**src/rtl/scgs_pkg.sv**
```systemverilog
// constants, types and register map of the clock generation and select unit
package scgs_pkg;
  // register byte offsets
  localparam logic [7:0] SCGS_OFF_RWL = 8'h00;
  localparam logic [7:0] SCGS_OFF_RWH = 8'h04;
  localparam logic [7:0] SCGS_OFF_OCC = 8'h08;
  localparam logic [7:0] SCGS_OFF_UCR = 8'h0C;
  localparam logic [7:0] SCGS_OFF_LCR = 8'h10;
  localparam logic [7:0] SCGS_OFF_STS = 8'h14;
  localparam logic [7:0] SCGS_OFF_RAT = 8'h18;
  // low reset word fields
  localparam int SCGS_SYSTEM_PLL_MULT_LSB = 24;
  localparam int SCGS_SYSTEM_PLL_MULT_W = 4;
  localparam int SCGS_CORE_LSB = 16;
  localparam int SCGS_CORE_W = 7;
  localparam int SCGS_ENGINE_PLL_MULT_LSB = 8;
  localparam int SCGS_ENGINE_PLL_MULT_W = 5;
  localparam int SCGS_ENGINE_PLL_DIV_BIT = 7;
  localparam int SCGS_VCOD_LSB = 4;
  localparam int SCGS_VCOD_W = 2;
  localparam int SCGS_MEM1CM_BIT = 1;
  localparam int SCGS_LOCALBUS_CLOCK_MODE_BIT = 0;
  // high reset word fields
  localparam int SCGS_HOST_BIT = 31;
  localparam int SCGS_CKDRV_BIT = 30;
  // unit clock control fields
  localparam int SCGS_SEC_LSB = 0;
  localparam int SCGS_BUS_BIT = 2;
  localparam int SCGS_NOUT = 5;
  localparam int SCGS_DIV_W = 4;
  localparam int SCGS_RATIO_W = 16;
  // reset values: arbitrary plain defaults
  localparam logic [31:0] SCGS_RWL_RST = 32'h0402_0900;
  localparam logic [31:0] SCGS_RWH_RST = 32'hC000_0000;
  localparam logic [SCGS_NOUT-1:0] SCGS_OCC_RST = 5'h00;
  localparam logic [SCGS_DIV_W-1:0] SCGS_LCR_RST = 4'h2;
  // engine multiplier codes
  localparam logic [4:0] SCGS_ENGINE_PLL_MULT_X16 = 5'h00;
  localparam logic [4:0] SCGS_ENGINE_PLL_MULT_RSVD = 5'h01;
  localparam logic [SCGS_RATIO_W-1:0] SCGS_X16 = 16'h0010;
  localparam logic [31:0] SCGS_FULL_MAX_MHZ = 32'h0000_00A6; // 166 MHz
  typedef enum logic [1:0] {SCGS_SEC_OFF, SCGS_SEC_FULL, SCGS_SEC_HALF,
                            SCGS_SEC_THIRD} scgs_sec_t;
  localparam logic [1:0] SCGS_UCR_RST = 2'h3; // third only; the bus on bit is reset separately
  typedef enum {SCGS_SRC_OSC, SCGS_SRC_BUS, SCGS_SRC_SYNC} scgs_src_t;
endpackage : scgs_pkg

```
**src/rtl/scgs_div_if.sv**
```systemverilog
// divider control bundle between top and divider instances
`timescale 1ns/10ps
interface scgs_div_if;
  logic enable;
  logic [3:0] ratio;
  logic tick;
  modport ctl (output enable, output ratio, input tick);
  modport div (input enable, input ratio, output tick);
endinterface : scgs_div_if

```
**src/rtl/scgs_div.sv**
```systemverilog
// enabled ratio divider producing a square clock-like level
`timescale 1ns/10ps
module scgs_div
  import scgs_pkg::*;
(
  input wire logic hclk, // system clock
  input wire logic hresetn, // async reset, low
  scgs_div_if.div dif // control bundle
);
  logic [3:0] cnt_q, cnt_d;
  logic tick_q, tick_d;
  always_comb begin
    cnt_d = cnt_q;
    tick_d = tick_q;
    if (!dif.enable || dif.ratio == 4'h0) begin
      cnt_d = 4'h0;
      tick_d = 1'b0;
    end else if (cnt_q + 4'h1 >= dif.ratio) begin
      cnt_d = 4'h0;
      tick_d = ~tick_q;
    end else begin
      cnt_d = cnt_q + 4'h1;
    end
  end
  always_ff @(posedge hclk or negedge hresetn) begin
    if (!hresetn) begin
      cnt_q <= 4'h0;
      tick_q <= 1'b0;
    end else begin
      cnt_q <= cnt_d;
      tick_q <= tick_d;
    end
  end
  assign dif.tick = tick_q;
endmodule : scgs_div

```
**src/rtl/scgs_top.sv**
```systemverilog
// clock generation and select unit: straps, ratios, enables, dividers
//
// Implementation choices: the AHB-Lite slave port and the register addresses.
`timescale 1ns/10ps
module scgs_top
  import scgs_pkg::*;
(
  input wire logic hclk, // system clock
  input wire logic hresetn, // async reset, low
  input wire logic primary_osc_in, // oscillator level
  input wire logic bus_clk_in, // agent bus clock level
  input wire logic sync_clk_in, // looped sync clock level
  input wire logic input_halve_strap, // halve oscillator strap
  input wire logic [31:0] haddr, // ahb address
  input wire logic [1:0] htrans, // ahb transfer type
  input wire logic hwrite, // ahb write
  input wire logic [2:0] hsize, // ahb size
  input wire logic [31:0] hwdata, // ahb write data
  input wire logic hsel, // ahb select
  input wire logic hready, // ahb bus ready
  output logic [31:0] hrdata, // ahb read data
  output logic hreadyout, // ahb ready out
  output logic hresp, // ahb response
  output logic sync_clk_out, // sync clock output
  output logic [SCGS_NOUT-1:0] bus_clock_out_n, // bus clock outputs
  output logic [SCGS_NOUT-1:0] bus_clock_out_en_n, // output enables, low drives
  output logic primary_clk, // selected primary clock
  output logic [1:0] primary_src, // selected source code
  output logic sec_clk, // security core clock
  output logic dma_clk_en, // bus and dma complex clock on
  output logic mem1_bus_clock_out, // halved memory bus clock
  output logic localbus_clock_out, // divided local bus clock
  output logic engine_clk_en, // engine clock active
  output logic cfg_invalid // reserved engine code loaded
);
  logic [31:0] rwl_q, rwl_d, rwh_q, rwh_d;
  logic [SCGS_NOUT-1:0] occ_q, occ_d;
  logic [1:0] sec_q, sec_d;
  logic bus_on_q, bus_on_d;
  logic [SCGS_DIV_W-1:0] lcr_q, lcr_d;
  logic ap_q, ap_d, apw_q, apw_d;
  logic [7:0] apa_q, apa_d;
  logic [31:0] rd_q, rd_d;
  logic [SCGS_RATIO_W-1:0] sys_r_q, sys_r_d, core_r_q, core_r_d, eng_r_q, eng_r_d;
  logic [SCGS_RATIO_W-1:0] mem_r_q, mem_r_d, lb_r_q, lb_r_d, vco_r_q, vco_r_d;
  logic [31:0] in_mhz;
  logic host, ckdrv, sec_full_ok;
  logic [4:0] engine_pll_mult;
  logic engine_pll_div;
  scgs_src_t src;
  logic pclk_d, sclk_d, half_q, half_d, sec_cnt_d, memh_d;
  logic [1:0] sec_cnt_q, sec_cnt_n;
  logic pclk_q, sclk_q, sec_clk_q, memh_q;
  logic osc_q, osc_d;
  logic [SCGS_NOUT-1:0] bco_d, bce_d;
  logic cfg_bad;
  scgs_div_if lb_if ();
  scgs_div_if sec_if ();

  assign host = rwh_q[SCGS_HOST_BIT];
  assign ckdrv = rwh_q[SCGS_CKDRV_BIT];
  assign engine_pll_mult = rwl_q[SCGS_ENGINE_PLL_MULT_LSB +: SCGS_ENGINE_PLL_MULT_W];
  assign engine_pll_div = rwl_q[SCGS_ENGINE_PLL_DIV_BIT];
  // source selection from straps
  always_comb begin
    if (host && ckdrv) src = SCGS_SRC_OSC;
    else if (host) src = SCGS_SRC_SYNC;
    else src = SCGS_SRC_BUS;
  end

  // ahb slave: one wait-free data phase, always okay
  always_comb begin
    ap_d = hsel && hready && htrans[1];
    apw_d = hwrite;
    apa_d = haddr[7:0];
    rwl_d = rwl_q;
    rwh_d = rwh_q;
    occ_d = occ_q;
    sec_d = sec_q;
    bus_on_d = bus_on_q;
    lcr_d = lcr_q;
    rd_d = 32'h0000_0000;
    if (ap_q && apw_q) begin
      unique case (apa_q)
        SCGS_OFF_RWL: rwl_d = hwdata;
        SCGS_OFF_RWH: rwh_d = hwdata;
        SCGS_OFF_OCC: occ_d = hwdata[SCGS_NOUT-1:0];
        SCGS_OFF_UCR: begin
          if (hwdata[1:0] != SCGS_SEC_FULL || sec_full_ok)
            sec_d = hwdata[SCGS_SEC_LSB +: 2];
          bus_on_d = hwdata[SCGS_BUS_BIT];
        end
        SCGS_OFF_LCR: lcr_d = hwdata[SCGS_DIV_W-1:0];
        default: ;
      endcase
    end
    if (ap_d && !hwrite) begin
      unique case (haddr[7:0])
        SCGS_OFF_RWL: rd_d = rwl_q;
        SCGS_OFF_RWH: rd_d = rwh_q;
        SCGS_OFF_OCC: rd_d = {27'h0000000, occ_q};
        SCGS_OFF_UCR: rd_d = {29'h00000000, bus_on_q, sec_q};
        SCGS_OFF_LCR: rd_d = {28'h0000000, lcr_q};
        SCGS_OFF_STS: rd_d = {27'h0000000, cfg_bad, engine_clk_en, src == SCGS_SRC_SYNC,
                              src == SCGS_SRC_BUS, src == SCGS_SRC_OSC};
        SCGS_OFF_RAT: rd_d = {sys_r_q, eng_r_q};
        default: rd_d = 32'h0000_0000;
      endcase
    end
  end

  // ratio computation relative to primary input
  always_comb begin
    sys_r_d = SCGS_RATIO_W'(({15'h0000, input_halve_strap} + 16'h0001)
              * rwl_q[SCGS_SYSTEM_PLL_MULT_LSB +: SCGS_SYSTEM_PLL_MULT_W]);
    core_r_d = SCGS_RATIO_W'(sys_r_q * rwl_q[SCGS_CORE_LSB +: SCGS_CORE_W]);
    if (engine_pll_mult == SCGS_ENGINE_PLL_MULT_X16) eng_r_d = engine_pll_div ? (SCGS_X16 >> 1) : SCGS_X16;
    else eng_r_d = SCGS_RATIO_W'({11'h000, engine_pll_mult} >> engine_pll_div);
    if (engine_pll_mult == SCGS_ENGINE_PLL_MULT_RSVD) eng_r_d = 16'h0000;
    vco_r_d = SCGS_RATIO_W'(eng_r_q * ({14'h0000, rwl_q[SCGS_VCOD_LSB +: SCGS_VCOD_W]})
              * ({15'h0000, engine_pll_div} + 16'h0001));
    mem_r_d = rwl_q[SCGS_MEM1CM_BIT] ? SCGS_RATIO_W'(sys_r_q << 1) : sys_r_q;
    lb_r_d = rwl_q[SCGS_LOCALBUS_CLOCK_MODE_BIT] ? SCGS_RATIO_W'(sys_r_q << 1) : sys_r_q;
  end
  assign cfg_bad = engine_pll_mult == SCGS_ENGINE_PLL_MULT_RSVD;
  // input frequency estimate: 33 MHz per input step, conservative
  assign in_mhz = 32'(sys_r_q) * 32'h0000_0021;
  assign sec_full_ok = in_mhz <= SCGS_FULL_MAX_MHZ;

  // clock level paths
  always_comb begin
    unique case (src)
      SCGS_SRC_OSC: pclk_d = primary_osc_in;
      SCGS_SRC_BUS: pclk_d = bus_clk_in;
      SCGS_SRC_SYNC: pclk_d = sync_clk_in;
    endcase
    // halving toggle on oscillator rise
    // level samples: toggling on every high sample would not halve
    osc_d = primary_osc_in;
    half_d = (primary_osc_in && !osc_q) ? ~half_q : half_q;
    sclk_d = input_halve_strap ? half_q : primary_osc_in;
    bco_d = '0;
    bce_d = '1;
    for (int i = 0; i < SCGS_NOUT; i++) begin
      if (src == SCGS_SRC_OSC && occ_q[i]) begin
        bco_d[i] = half_q;
        bce_d[i] = 1'b0;
      end
    end
    sec_cnt_n = (sec_q == SCGS_SEC_THIRD && sec_cnt_q == 2'h2) ? 2'h0 : sec_cnt_q + 2'h1;
    unique case (sec_q)
      SCGS_SEC_OFF: sec_cnt_d = 1'b0;
      SCGS_SEC_FULL: sec_cnt_d = ~sec_clk_q;
      SCGS_SEC_HALF: sec_cnt_d = sec_if.tick;
      SCGS_SEC_THIRD: sec_cnt_d = (sec_cnt_q == 2'h2) ? ~sec_clk_q : sec_clk_q;
    endcase
    memh_d = ~memh_q;
  end

  assign lb_if.enable = 1'b1;
  assign lb_if.ratio = lcr_q;
  assign sec_if.enable = sec_q == SCGS_SEC_HALF;
  // full toggles each cycle, so half holds each level two cycles
  assign sec_if.ratio = 4'h2;
  scgs_div u_lbdiv (.hclk(hclk), .hresetn(hresetn), .dif(lb_if.div));
  scgs_div u_secdiv (.hclk(hclk), .hresetn(hresetn), .dif(sec_if.div));

  always_ff @(posedge hclk or negedge hresetn) begin
    if (!hresetn) begin
      rwl_q <= SCGS_RWL_RST;
      rwh_q <= SCGS_RWH_RST;
      occ_q <= SCGS_OCC_RST;
      sec_q <= SCGS_SEC_THIRD;
      bus_on_q <= 1'b1;
      lcr_q <= SCGS_LCR_RST;
      ap_q <= 1'b0;
      apw_q <= 1'b0;
      apa_q <= 8'h00;
      rd_q <= 32'h0000_0000;
      {sys_r_q, core_r_q, eng_r_q, vco_r_q, mem_r_q, lb_r_q} <= '0;
      {pclk_q, sclk_q, half_q, sec_clk_q, memh_q, osc_q} <= '0;
      sec_cnt_q <= 2'h0;
      bus_clock_out_n <= '0;
      bus_clock_out_en_n <= '1;
      localbus_clock_out <= 1'b0;
      engine_clk_en <= 1'b0;
      cfg_invalid <= 1'b0;
      dma_clk_en <= 1'b0;
      primary_src <= 2'h0;
    end else begin
      rwl_q <= rwl_d;
      rwh_q <= rwh_d;
      occ_q <= occ_d;
      sec_q <= sec_d;
      bus_on_q <= bus_on_d;
      lcr_q <= lcr_d;
      ap_q <= ap_d;
      apw_q <= apw_d;
      apa_q <= apa_d;
      rd_q <= rd_d;
      sys_r_q <= sys_r_d;
      core_r_q <= core_r_d;
      eng_r_q <= eng_r_d;
      vco_r_q <= vco_r_d;
      mem_r_q <= mem_r_d;
      lb_r_q <= lb_r_d;
      pclk_q <= pclk_d;
      sclk_q <= sclk_d;
      half_q <= half_d;
      osc_q <= osc_d;
      sec_clk_q <= sec_cnt_d;
      memh_q <= memh_d;
      sec_cnt_q <= sec_cnt_n;
      bus_clock_out_n <= bco_d;
      bus_clock_out_en_n <= bce_d;
      localbus_clock_out <= lb_if.tick;
      engine_clk_en <= !cfg_bad;
      cfg_invalid <= cfg_bad;
      dma_clk_en <= bus_on_q;
      primary_src <= 2'(src);
    end
  end
  assign hrdata = rd_q;
  assign hreadyout = 1'b1;
  assign hresp = 1'b0;
  assign primary_clk = pclk_q;
  assign sync_clk_out = sclk_q;
  assign sec_clk = sec_clk_q;
  assign mem1_bus_clock_out = memh_q;

  property p_out_gate;
    @(posedge hclk) disable iff (!hresetn) !bus_clock_out_en_n[0] |-> $past(occ_q[0]);
  endproperty
  a_out_gate: assert property (p_out_gate) else $error("output driven while disabled");
  property p_no_drive;
    @(posedge hclk) disable iff (!hresetn) $past(host && !ckdrv) |-> &bus_clock_out_en_n;
  endproperty
  a_no_drive: assert property (p_no_drive) else $error("drive without strap");
  property p_rsvd;
    @(posedge hclk) disable iff (!hresetn) ##1 $past(cfg_bad) |-> cfg_invalid && !engine_clk_en;
  endproperty
  a_rsvd: assert property (p_rsvd) else $error("reserved code not flagged");
  property p_x16;
    @(posedge hclk) disable iff (!hresetn) $past(engine_pll_mult == SCGS_ENGINE_PLL_MULT_X16 && !engine_pll_div)
      |-> eng_r_q == SCGS_X16;
  endproperty
  a_x16: assert property (p_x16) else $error("code zero not sixteen");
  // system ratio
  // first edge after release still shows reset ratios
  property p_sys;
    @(posedge hclk) disable iff (!hresetn) $past(hresetn) |-> 32'(sys_r_q)
      == (32'($past(rwl_q[SCGS_SYSTEM_PLL_MULT_LSB +: SCGS_SYSTEM_PLL_MULT_W])) << $past(input_halve_strap));
  endproperty
  a_sys: assert property (p_sys) else $error("system ratio stale");
  property p_mem;
    @(posedge hclk) disable iff (!hresetn) $past(hresetn) |-> 32'(mem_r_q)
      == (32'($past(sys_r_q)) << $past(rwl_q[SCGS_MEM1CM_BIT]));
  endproperty
  a_mem: assert property (p_mem) else $error("memory ratio wrong");
  property p_lb;
    @(posedge hclk) disable iff (!hresetn) $past(hresetn) |-> 32'(lb_r_q)
      == (32'($past(sys_r_q)) << $past(rwl_q[SCGS_LOCALBUS_CLOCK_MODE_BIT]));
  endproperty
  a_lb: assert property (p_lb) else $error("local bus ratio wrong");
  property p_core;
    @(posedge hclk) disable iff (!hresetn) $past(hresetn) |-> 32'(core_r_q)
      == 32'($past(sys_r_q)) * 32'($past(rwl_q[SCGS_CORE_LSB +: SCGS_CORE_W]));
  endproperty
  a_core: assert property (p_core) else $error("core ratio wrong");
  property p_vco;
    @(posedge hclk) disable iff (!hresetn) $past(hresetn) |-> 32'(vco_r_q)
      == 32'($past(eng_r_q)) * 32'($past(rwl_q[SCGS_VCOD_LSB +: SCGS_VCOD_W]))
      * (32'h0000_0001 + 32'($past(engine_pll_div)));
  endproperty
  a_vco: assert property (p_vco) else $error("vco ratio wrong");
  property p_full;
    @(posedge hclk) disable iff (!hresetn) sec_q == SCGS_SEC_FULL
      |-> sec_full_ok || $past(sec_full_ok);
  endproperty
  a_full: assert property (p_full) else $error("full rate above limit");
  property p_osc;
    @(posedge hclk) disable iff (!hresetn) host && ckdrv |=> primary_src == 2'(SCGS_SRC_OSC);
  endproperty
  a_osc: assert property (p_osc) else $error("oscillator not selected");
endmodule : scgs_top

```
**config.mk**
```make
export PLATFORM = sky130hd
export DESIGN_NAME = scgs_top
export DESIGN_NICKNAME = d
export VERILOG_FILES = /design/src/rtl/scgs_pkg.sv /design/src/rtl/scgs_div_if.sv /design/src/rtl/scgs_div.sv /design/src/rtl/scgs_top.sv
export SDC_FILE = /design/constraint.sdc
export NUM_CORES = 1
export LEC_CHECK = 0
export BUFFER_PORTS_ARGS = -buffer_cell sky130_fd_sc_hd__buf_4
export CAP_MARGIN = 10
export CORE_MARGIN = 4
export CORE_UTILIZATION = 45
export CTS_BUF_LIST = sky130_fd_sc_hd__clkbuf_4 sky130_fd_sc_hd__clkbuf_8 sky130_fd_sc_hd__clkbuf_16
export CTS_CLUSTER_DIAMETER = 40
export CTS_CLUSTER_SIZE = 8
export DETAILED_ROUTE_END_ITERATION = 6
export GPL_TIMING_DRIVEN = 1
export PLACE_DENSITY = 0.67
export RECOVER_POWER = 100
export SYNTH_ARGS = -nofsm -noshare
export SYNTH_HDL_FRONTEND = slang
export SYNTH_HIERARCHICAL = 1
export SYNTH_SLANG_ARGS = --single-unit
```
**constraint.sdc**
```tcl
create_clock -name hclk -period 3.1 [get_ports hclk]
set_input_delay 0.465 -clock hclk [delete_from_list [all_inputs] [get_ports hclk]]
set_output_delay 0.465 -clock hclk [all_outputs]
set_load 0.005 [all_outputs]
```
## Yosys cells after proc, flatten, opt, wreduce, memory -nomap -nowiden

Index checks and enable logic that the tools add are counted.

- Add/subtract/negate cells: 4
- $mul: 2
- Order comparisons: 3
- Eq/ne operators: 22
- Shifts and indexed selects: 1
- Multiplexer cells: 30
- Bitwise gates (word level): 5
- Reduce and logical (&&, ||, !) cells: 30

Operators with widths:

| cell | number |
|---|---|
| one-hot mux 32 bit (7 select lines) | 1 |
| equality test 32 x 2 -> 1 bit, second input constant | 2 |
| logical NOT 32 bit | 2 |
| two-way mux 32 bit | 2 |
| equality test 32 x 1 -> 1 bit, second input constant | 1 |
| equality test 32 x 3 -> 1 bit, second input constant | 1 |
| equality test 8 x 4 -> 1 bit, second input constant | 4 |
| equality test 8 x 5 -> 1 bit, second input constant | 4 |
| two-way mux 16 bit | 2 |
| less-or-equal comparator 22 x 8 -> 1 bit, second input constant | 1 |
| equality test 8 x 3 -> 1 bit, second input constant | 2 |
| logical NOT 8 bit | 2 |
| two-way mux 1 bit | 16 |
| two-way mux 4 bit | 4 |
| >> shifter 5 x 1 -> 16 bit | 1 |
| logical AND 1 bit | 12 |
| multiplier 6 x 6 -> 12 bit, second input constant | 1 |
| AND reduction 2 bit | 5 |
| adder 4 x 1 -> 4 bit, second input constant | 2 |
| equality test 2 bit, second input constant | 3 |
| multiplier 2 x 4 -> 6 bit | 1 |
| != test 2 x 1 -> 1 bit, second input constant | 3 |
| equality test 5 x 1 -> 1 bit, second input constant | 1 |
| logical NOT 5 bit | 1 |
| 16 further kinds | 23 |

- Bits in registers: 174
- Input port bits: 78
- Output and inout bits: 54

## Longest topological paths before layout

Gate-level depths: netlist of run 1.

- Word-level depth: 5
- Gate-level depth with buffers: 7
- Depth with buffers taken out: 7

## Hierarchy

The synthesis of run 1 kept the hierarchy.

By module, submodules not included:

| module | instances | cells an instance | area an instance (um2) |
|---|---|---|---|
| scgs_top | 1 | 429 | 6004.5 |
| scgs_div | 2 | 30 | 336.6 |

## Worst setup path after synthesis of run 1

OpenSTA, ideal clock, no wires.

- Path type: input-to-reg
- From: input haddr[7]
- To: register rd_q[10] (netlist: hrdata[10])
- Library setup time: 0.072 ns
- Arrival: 2.028 ns
- Path slack: 1.000 ns
- Stages: 7
- Cell sequence: or4_4 or2_0 buf_2 or3_1 buf_6 buf_8 nor2_1

- Cells in the longest elaborated chain, start to end: 3
- Elaborated cells between the ends (all ways): 9

Ends and longest elaborated chain:

| what | line | text |
|---|---|---|
| from (decl) | scgs_top.sv:14 | `input wire logic [31:0] haddr,` |
| equality test 8 x 5 -> 1 bit, or another cell as far along | scgs_top.sv:98 | `unique case (haddr[7:0])` |
| one-hot mux 32 bit (7 select lines) (*) | scgs_top.sv:98 |  |
| two-way mux 32 bit (*) | scgs_top.sv:97 | `if (ap_d && !hwrite) begin` |
| net rd_d[10] | scgs_top.sv:43 | `logic [31:0] rd_q, rd_d;` |
| to (signal assigned) | scgs_top.sv:200 | `rd_q <= rd_d;` |
| to (decl) | scgs_top.sv:43 |  |

Mark *: on every way through the listed nets, which the timed path passes. The rest lies on a longest branch.
A chain may end at the register's enable or synchronous reset.

## Worst setup path in the final report of run 1

- From: input haddr[2]
- To: register rd_q[8] (netlist: hrdata[8])

The elaborated chain is that of the path after synthesis.

==> results.txt, run 1 <==
Outcome: complete, but fails checks
Violated checks: capacitance limit, slew limit
Post-Synthesis Cells: 489
Number of antenna diodes: 0
Cell Area, Synth: 6680 sq um
Wire length of the first global-routing pass: 23.0 mm
Post-DP HPWL: 9.60 mm
Top_reg_cell synth: dfrtp_1
Final Critical Period: 2.61 ns
DIE AREA: 16900 sq um
Area contributors post-synth: dfrtp_1 (55%), mux2_2 (14%), dfstp_2 (5.9%), a22oi_1 (3.3%), ha_1 (2.6%)
Number of enable flip-flop cells after synthesis: 0
Startpoint Class: primary input
TritonRoute pass-1 iters: 4
Cell-internal power: 3.88 mW
Area Growth Syn to Fin: 22.9%
Initial antenna violation count: 0
CP endpoint kind: flop
P per Cell Area: 612 nW/um^2
Static Leakage: 3.71 nW
Final hold vios: 0
Skew final: 0.00643 ns
Synth warnings: 6
Final Max Slew Viols: 82
Routability cong.: 0.794
Setup TNS: 0 ns
Max_slew headroom: -0.344
TritonCTS Buffers: 17
Clock Tree Buf Depth: 2
Actual slew at the worst max-slew pin: 2.02 ns
# H-tree levels: 4
Number of synthesized register bits: 163
Required @ worst endpoint: 3.44 ns
Vias in the first global route: 4517
Sw Ratio: 0.228
Async SR Flop Fraction: 1.00
CP arrival: 2.95 ns
MaxCap Viol Count: 1
Total GRT Usage: 0.178
DIE HEIGHT: 130 microns
Synth unique cells: 55
Initial Util: 0.459
Setup Buffers After CTS: 0
Peak supply drop: 354 uV
Remaining design rule violation count: 0
Total gr overflow: 0
Placed cell area: 7690 sq um
Hold-fix buffers, CTS: 0
Number of clock sinks: 163
Core ar.: 14500 sq um
Routed wire length: 14.0 mm
Area share of the largest cell type after synthesis: 0.555
Post-synthesis sequential area ratio: 0.614
CTS resizes: 0
RSZ-0062 raised after global routing: false
PortBufs: 101
Crit share post-route: 0.842
Clk pwr share: 0.423
Layout cells sized above 1: 0.372
Power share of the combinational group: 0.104
Net switching power: 1.15 mW
Register share of total power: 0.473
Post-layout instance area: 8210 sq um
Final ANT Viol Nets: 0
Avg Cell Area, Syn: 13.7 sq um
Clock tree root buffer cell: clkbuf_16
Setup Viol. Count Final: 0
CP max FO: 15
Clock Latency Late Sink: 0.42 ns
IO Pins: 132
Vias/cell: 5.31
Avg WL per Cell: 17.4 microns
Die width: 130 microns
Cell taking the most area after synthesis: dfrtp_1
Row cnt: 44
Initial DRC Count: 256
Largest net degree at the start of global routing: 83
Hold Path Class: in2reg
Fmax: 383 MHz
Final nets: 699
Via count: 4261
WS Path Type: in2reg
CTS clk-pin slew, worst paths: 0.06 ns
CTS tree: built
-- state kept, by name, indices dropped and copies added, names as in the netlist, 2 cells and up --
register            count
eng_r_q                 5
apa_q                   8
occ_q                   5
sys_r_q                 6
lb_if.ratio             4
u_lbdiv/cnt_q           4
rwh_q                  32
hrdata                 32
u_secdiv/cnt_q          4
sec_cnt_q               2
bus_clock_out_n         5
rwl_q                  32
bus_clock_out_en_n      5
primary_src             2
sec_q                   2
-- stage by stage --
step           utilization  setup slack, ns  cells  power [mW]  hold slack, ns
2_1_floorplan            -             1.00    499        2.77           0.169
3_3_place_gp         0.529            0.399    772        2.98           0.390
3_5_place_dp         0.529            0.381    772        3.01           0.405
4_1_cts              0.571            0.655    803        5.16           0.111
5_1_grt              0.565            0.265    803        5.26           0.165
6_report             0.565            0.489    803        5.03           0.185
-- power by group through the flow --
stage | combinational [mW] | sequential [mW] | clock (mW)
after floorplan | 0.385 | 2.38 | 0
after global placement | 0.571 | 2.41 | 0
after detailed placement | 0.593 | 2.42 | 0
after CTS | 0.596 | 2.38 | 2.18
after global routing | 0.591 | 2.39 | 2.28
final | 0.521 | 2.38 | 2.13
-- cells in the mapped netlist (3+ instances only) --
| cell type | instances |
|---|---|
| and3_1 | 5 |
| clkbuf_1 | 16 |
| mux2_2 | 81 |
| nor2b_1 | 10 |
| or3_1 | 5 |
| nand3_1 | 7 |
| a22oi_1 | 29 |
| a211oi_1 | 4 |
| inv_1 | 15 |
| nand2b_1 | 3 |
| xnor2_1 | 3 |
| nand2_1 | 18 |
| dfstp_2 | 15 |
| ha_1 | 14 |
| mux4_2 | 3 |
| nor4_1 | 3 |
| a21oi_1 | 4 |
| nor2_1 | 38 |
| o21ai_0 | 5 |
| mux2i_1 | 8 |
| dfrtp_1 | 148 |
| a2111oi_0 | 7 |
-- cells in the final DEF (no fill, tap or decap), types with 8 or more instances in the layout --
cell | netlist | final
a2111oi_0 | 7 | 8
a22oi_1 | 29 | 29
buf_4 | 2 | 42
clkbuf_1 | 16 | 13
clkbuf_16 | 0 | 17
clkbuf_4 | 0 | 53
conb_1 | 2 | 12
dfrtp_1 | 148 | 148
dfstp_2 | 15 | 10
ha_1 | 14 | 14
inv_1 | 15 | 15
mux2_2 | 81 | 81
mux2i_1 | 8 | 8
nand2_1 | 18 | 18
nor2_1 | 38 | 38
nor2b_1 | 10 | 10
-- per-layer routing --
| layer | part of all wire | vias up | GRT usage |
|---|---|---|---|
| met4 | 0.013 | 0 | 0.0575 |
| met5 | 0 | - | 0 |
| met3 | 0.049 | 17 | 0.0471 |
| li1 | - | 1973 | - |
| met1 | 0.42 | 2176 | 0.220 |
| met2 | 0.51 | 95 | 0.308 |
-- path summary, 6_finish.rpt --
check	start	endpoint	slack, ns	depth (start not counted)
setup reg to reg	sys_r_q[5]$_DFF_PN0_	sec_q[1]$_DFFE_PN1P_	0.65	7
hold reg to reg	mem1_bus_clock_out$_DFF_PN0_	mem1_bus_clock_out$_DFF_PN0_	0.41	1
max in group asynchronous	hresetn	rwh_q[12]$_DFFE_PN0P_	1.01	2
setup / recovery	haddr[2]	hrdata[8]$_DFF_PN0_	0.49	6
hold / removal	haddr[0]	apa_q[0]$_DFF_PN0_	0.18	1
min in group asynchronous	hresetn	hrdata[7]$_DFF_PN0_	0.61	1
-- layout make-up --
type                       count  area, sq um
clock buffer                  21          480
clock inverter                10          130
fill                        1230         6330
sequential                   163         4100
tap                          184          230
timing repair buffer         112          796
inverter                      15         56.3
multi-input combinational    298         2420
-- worst max-delay path, stage by stage --
cell and delay, ns:
clkbuf_1 0.67, nor3b_1 0.75, nor3b_1 0.33, clkbuf_1 0.46, a22oi_1 0.14, nor2_1 0.13
-- logic make-up (layout without fill, tap and decap cells) --
kind of cell	Yosys count	in the layout	share of synthesized area
AO/OA/AOI/OAI	69	69	0.0843
XOR/XNOR	5	5	0.00656
adder cells (fa/ha/maj)	14	14	0.0262
buffers and inverters	38	158	0.0272
flip-flops	163	163	0.614
multiplexers	92	92	0.159
other	2	12	0.00112
AND/OR/NAND/NOR	106	106	0.0823
Power figures use the tool's default switching activity.
==> run 2: changes to the inputs <==
--- a/config.mk
+++ b/config.mk
@@ -14,7 +14,7 @@
 export CTS_CLUSTER_SIZE = 8
 export DETAILED_ROUTE_END_ITERATION = 6
 export GPL_TIMING_DRIVEN = 1
-export PLACE_DENSITY = 0.67
+export PLACE_DENSITY = 0.7
 export RECOVER_POWER = 100
 export SYNTH_ARGS = -nofsm -noshare
 export SYNTH_HDL_FRONTEND = slang
==> constraint.sdc (replaced) <==
create_clock -name hclk -period 2.2 [get_ports hclk]
set_input_delay 0.33 -clock hclk [delete_from_list [all_inputs] [get_ports hclk]]
set_output_delay 0.33 -clock hclk [all_outputs]
set_load 0.005 [all_outputs]
==> run 2 against run 1 <==
The flow now finishes without violations. Routed wire length up 3.2%. Non-clock buffer count up 16. Die area unchanged. Largest cell class unchanged. Design area up 0.81%. Register-to-register slack worse by 0.49 ns. Highest routed layer unchanged. Power up 36%. Clock skew about the same.
==> results.txt, run 2 (synthesis gave the netlist of run 1 again) <==
CTS tree: built (unchanged)
Initial Util: 0.459 (unchanged)
Fmax: 490 MHz
CP max FO: 2 (was 15)
Clock tree root buffer cell: clkbuf_16 (unchanged)
Peak supply drop: 455 uV (was 354 uV)
Initial antenna violation count: 0 (unchanged)
Placed instance count: 787 (was 772)
Max_slew headroom: 0.109 (was -0.344)
Most frequent cells in the layout: dfrtp_1 (148), mux2_2 (81), clkbuf_4 (56) (was dfrtp_1 (148), mux2_2 (81), clkbuf_4 (53))
TritonRoute pass-1 iters: 5 (was 4)
Final Non-Filler Cells: 820 (was 803)
TritonCTS Buffers: 17 (unchanged)
Largest net degree at the start of global routing: 57 (was 83)
Final Critical Period: 2.04 ns
Area Growth Syn to Fin: 23.9% (was 22.9%)
Pre-CTS WS: -0.129 ns (was 0.381 ns)
CP endpoint kind: flop (unchanged)
Worst setup margin: 0.160 ns (was 0.489 ns)
Required @ worst endpoint: 2.56 ns (was 3.44 ns)
Final Max Slew Viols: 0 (was 82)
Clock Tree Buf Depth: 2 (unchanged)
Core ar.: 14500 sq um (unchanged)
Startpoint Class: flop (was primary input)
DIE AREA: 16900 sq um (unchanged)
Most common cell after layout, fill and taps aside: dfrtp_1 (unchanged)
Wire length of the first global-routing pass: 23.5 mm (was 23.0 mm)
IO Pins: 132 (unchanged)
Final hold vios: 0 (unchanged)
Hold Path Class: in2reg (unchanged)
CP arrival: 2.40 ns (was 2.95 ns)
Vias in the first global route: 4645 (was 4517)
Critical Path Sink: sec_q[0]$_DFFE_PN1P_ (was hrdata[8]$_DFF_PN0_)
PortBufs: 101 (unchanged)
Row cnt: 44 (unchanged)
Routed wire length: 14.4 mm (was 14.0 mm)
Actual slew at the worst max-slew pin: 1.34 ns (was 2.02 ns)
Layout cells sized above 1: 0.388 (was 0.372)
Area of the multi-input gates: 2450 sq um (was 2420 sq um)
Outcome: finished clean (was complete, but fails checks)
Worst R2R Setup Slack: 0.16 ns (was 0.65 ns)
Remaining design rule violation count: 0 (unchanged)
FF/Latch Area: 4100 sq um (unchanged)
R2R cell count: 8 (was 7)
Vias/cell: 5.31 (about the same)
WS Path Type: reg2reg (was in2reg)
Die width: 130 microns (unchanged)
Setup Viol. Count Final: 0 (unchanged)
Total GRT Usage: 0.183 (was 0.178)
Number of clock sinks: 163 (unchanged)
CP startpoint: sys_r_q[5]$_DFF_PN0_ (was haddr[2])
RSZ-0062 raised after global routing: false (unchanged)
Post-DP HPWL: 9.94 mm (was 9.60 mm)
Skew final: 0.00659 ns (was 0.00643 ns)
Clock Latency Late Sink: 0.42 ns (about the same)
Total gr overflow: 0 (unchanged)
Worst r2r src: sys_r_q[5]$_DFF_PN0_ (unchanged)
Initial DRC Count: 258 (was 256)
DIE HEIGHT: 130 microns (unchanged)
Final ANT Viol Nets: 0 (unchanged)
CTS clk-pin slew, worst paths: 0.06 ns (about the same)
Routability cong.: 0.782 (was 0.794)
MaxCap Viol Count: 0 (was 1)
Crit share post-route: 0.927
Reg-to-reg endpoint: sec_q[0]$_DFFE_PN1P_ (was sec_q[1]$_DFFE_PN1P_)
# fillers: 1223 (was 1230)
Avg WL per Cell: 17.6 microns (was 17.4 microns)
Number of antenna diodes: 0 (unchanged)
P per Cell Area: 828 nW/um^2 (was 612 nW/um^2)
Via count: 4358 (was 4261)
# H-tree levels: 4 (unchanged)
Static Leakage: 3.76 nW (was 3.71 nW)
Setup Buffers After CTS: 0 (unchanged)
Hold path cells: 1 (unchanged)
Final nets: 715 (was 699)
[run 2: cell count changes in the layout (fill, tap and decap cells not counted), sizes merged]
cell	before	now
buf	44	53
clkinvlp	2	1
dlygate4sd3	0	1
bufinv	3	0
clkbuf	89	100
[run 2: per-stage QoR]
step	power, mW	setup TNS (ns)	hold WS (ns)	util	instance area, sq um
2_1_floorplan	3.90	0	0.0344	-	6720
4_1_cts	7.00	0	0.0138	0.577	8390
5_1_grt	7.19	0	0.0326	0.569	8270
6_report	6.85	0	0.0449	0.569	8270
3_3_place_gp	4.21	-0.347	0.319	0.539	7830
3_5_place_dp	4.27	-0.189	0.326	0.539	7830
[run 2: layer usage]
layer  global-route usage  routed length [microns]  vias up
met5                    0                        0        -
met4               0.0758                      323        0
met3               0.0442                      596       24
met2                0.320                     7660      102
met1                0.218                     5860     2227
li1                     -                        -     2005
[run 2: how the worst min path moves through the flow]
stage	startpoint	end	slack, ns
2_1_floorplan	hresetn	ap_q$_DFF_PN0_	0.03
3_3_place_gp	hresetn	hrdata[9]$_DFF_PN0_	0.32
3_5_place_dp	hresetn	hrdata[8]$_DFF_PN0_	0.33
4_1_cts	haddr[7]	apa_q[7]$_DFF_PN0_	0.01
5_1_grt	haddr[0]	apa_q[0]$_DFF_PN0_	0.03
6_report	haddr[7]	apa_q[7]$_DFF_PN0_	0.04
[run 2: where the power goes]
part | total, mW | switching [mW] | internal [mW]
combinational | 0.791 | 0.383 | 0.407
sequential | 3.35 | 0.146 | 3.21
clock | 2.71 | 1.10 | 1.61
[run 2: layout make-up]
| type | count | area share |
|---|---|---|
| inverter | 15 | 0.00680 |
| clock inverter | 6 | 0.00393 |
| sequential | 163 | 0.495 |
| multi-input combinational | 298 | 0.296 |
| clock buffer | 26 | 0.0626 |
| tap | 184 | 0.0278 |
| timing repair buffer | 128 | 0.108 |
[run 2: worst max-delay path, cell delays in order, from the launching register on]
cell and delay, ns:
dfrtp_1 0.38, ha_1 0.20, ha_1 0.18, ha_1 0.19, ha_1 0.18, or2_2 0.29
a2111oi_4 0.28, buf_4 0.16, o31a_1 0.11
[run 2: repair_timing]
| item | in CTS | in global routing |
|---|---|---|
| resized for setup | 0 | 3 |
| setup endpoints to repair | 0 | 2 |
| endpoints found under the hold margin | 47 | 0 |
| hold buffers | 1 | 0 |
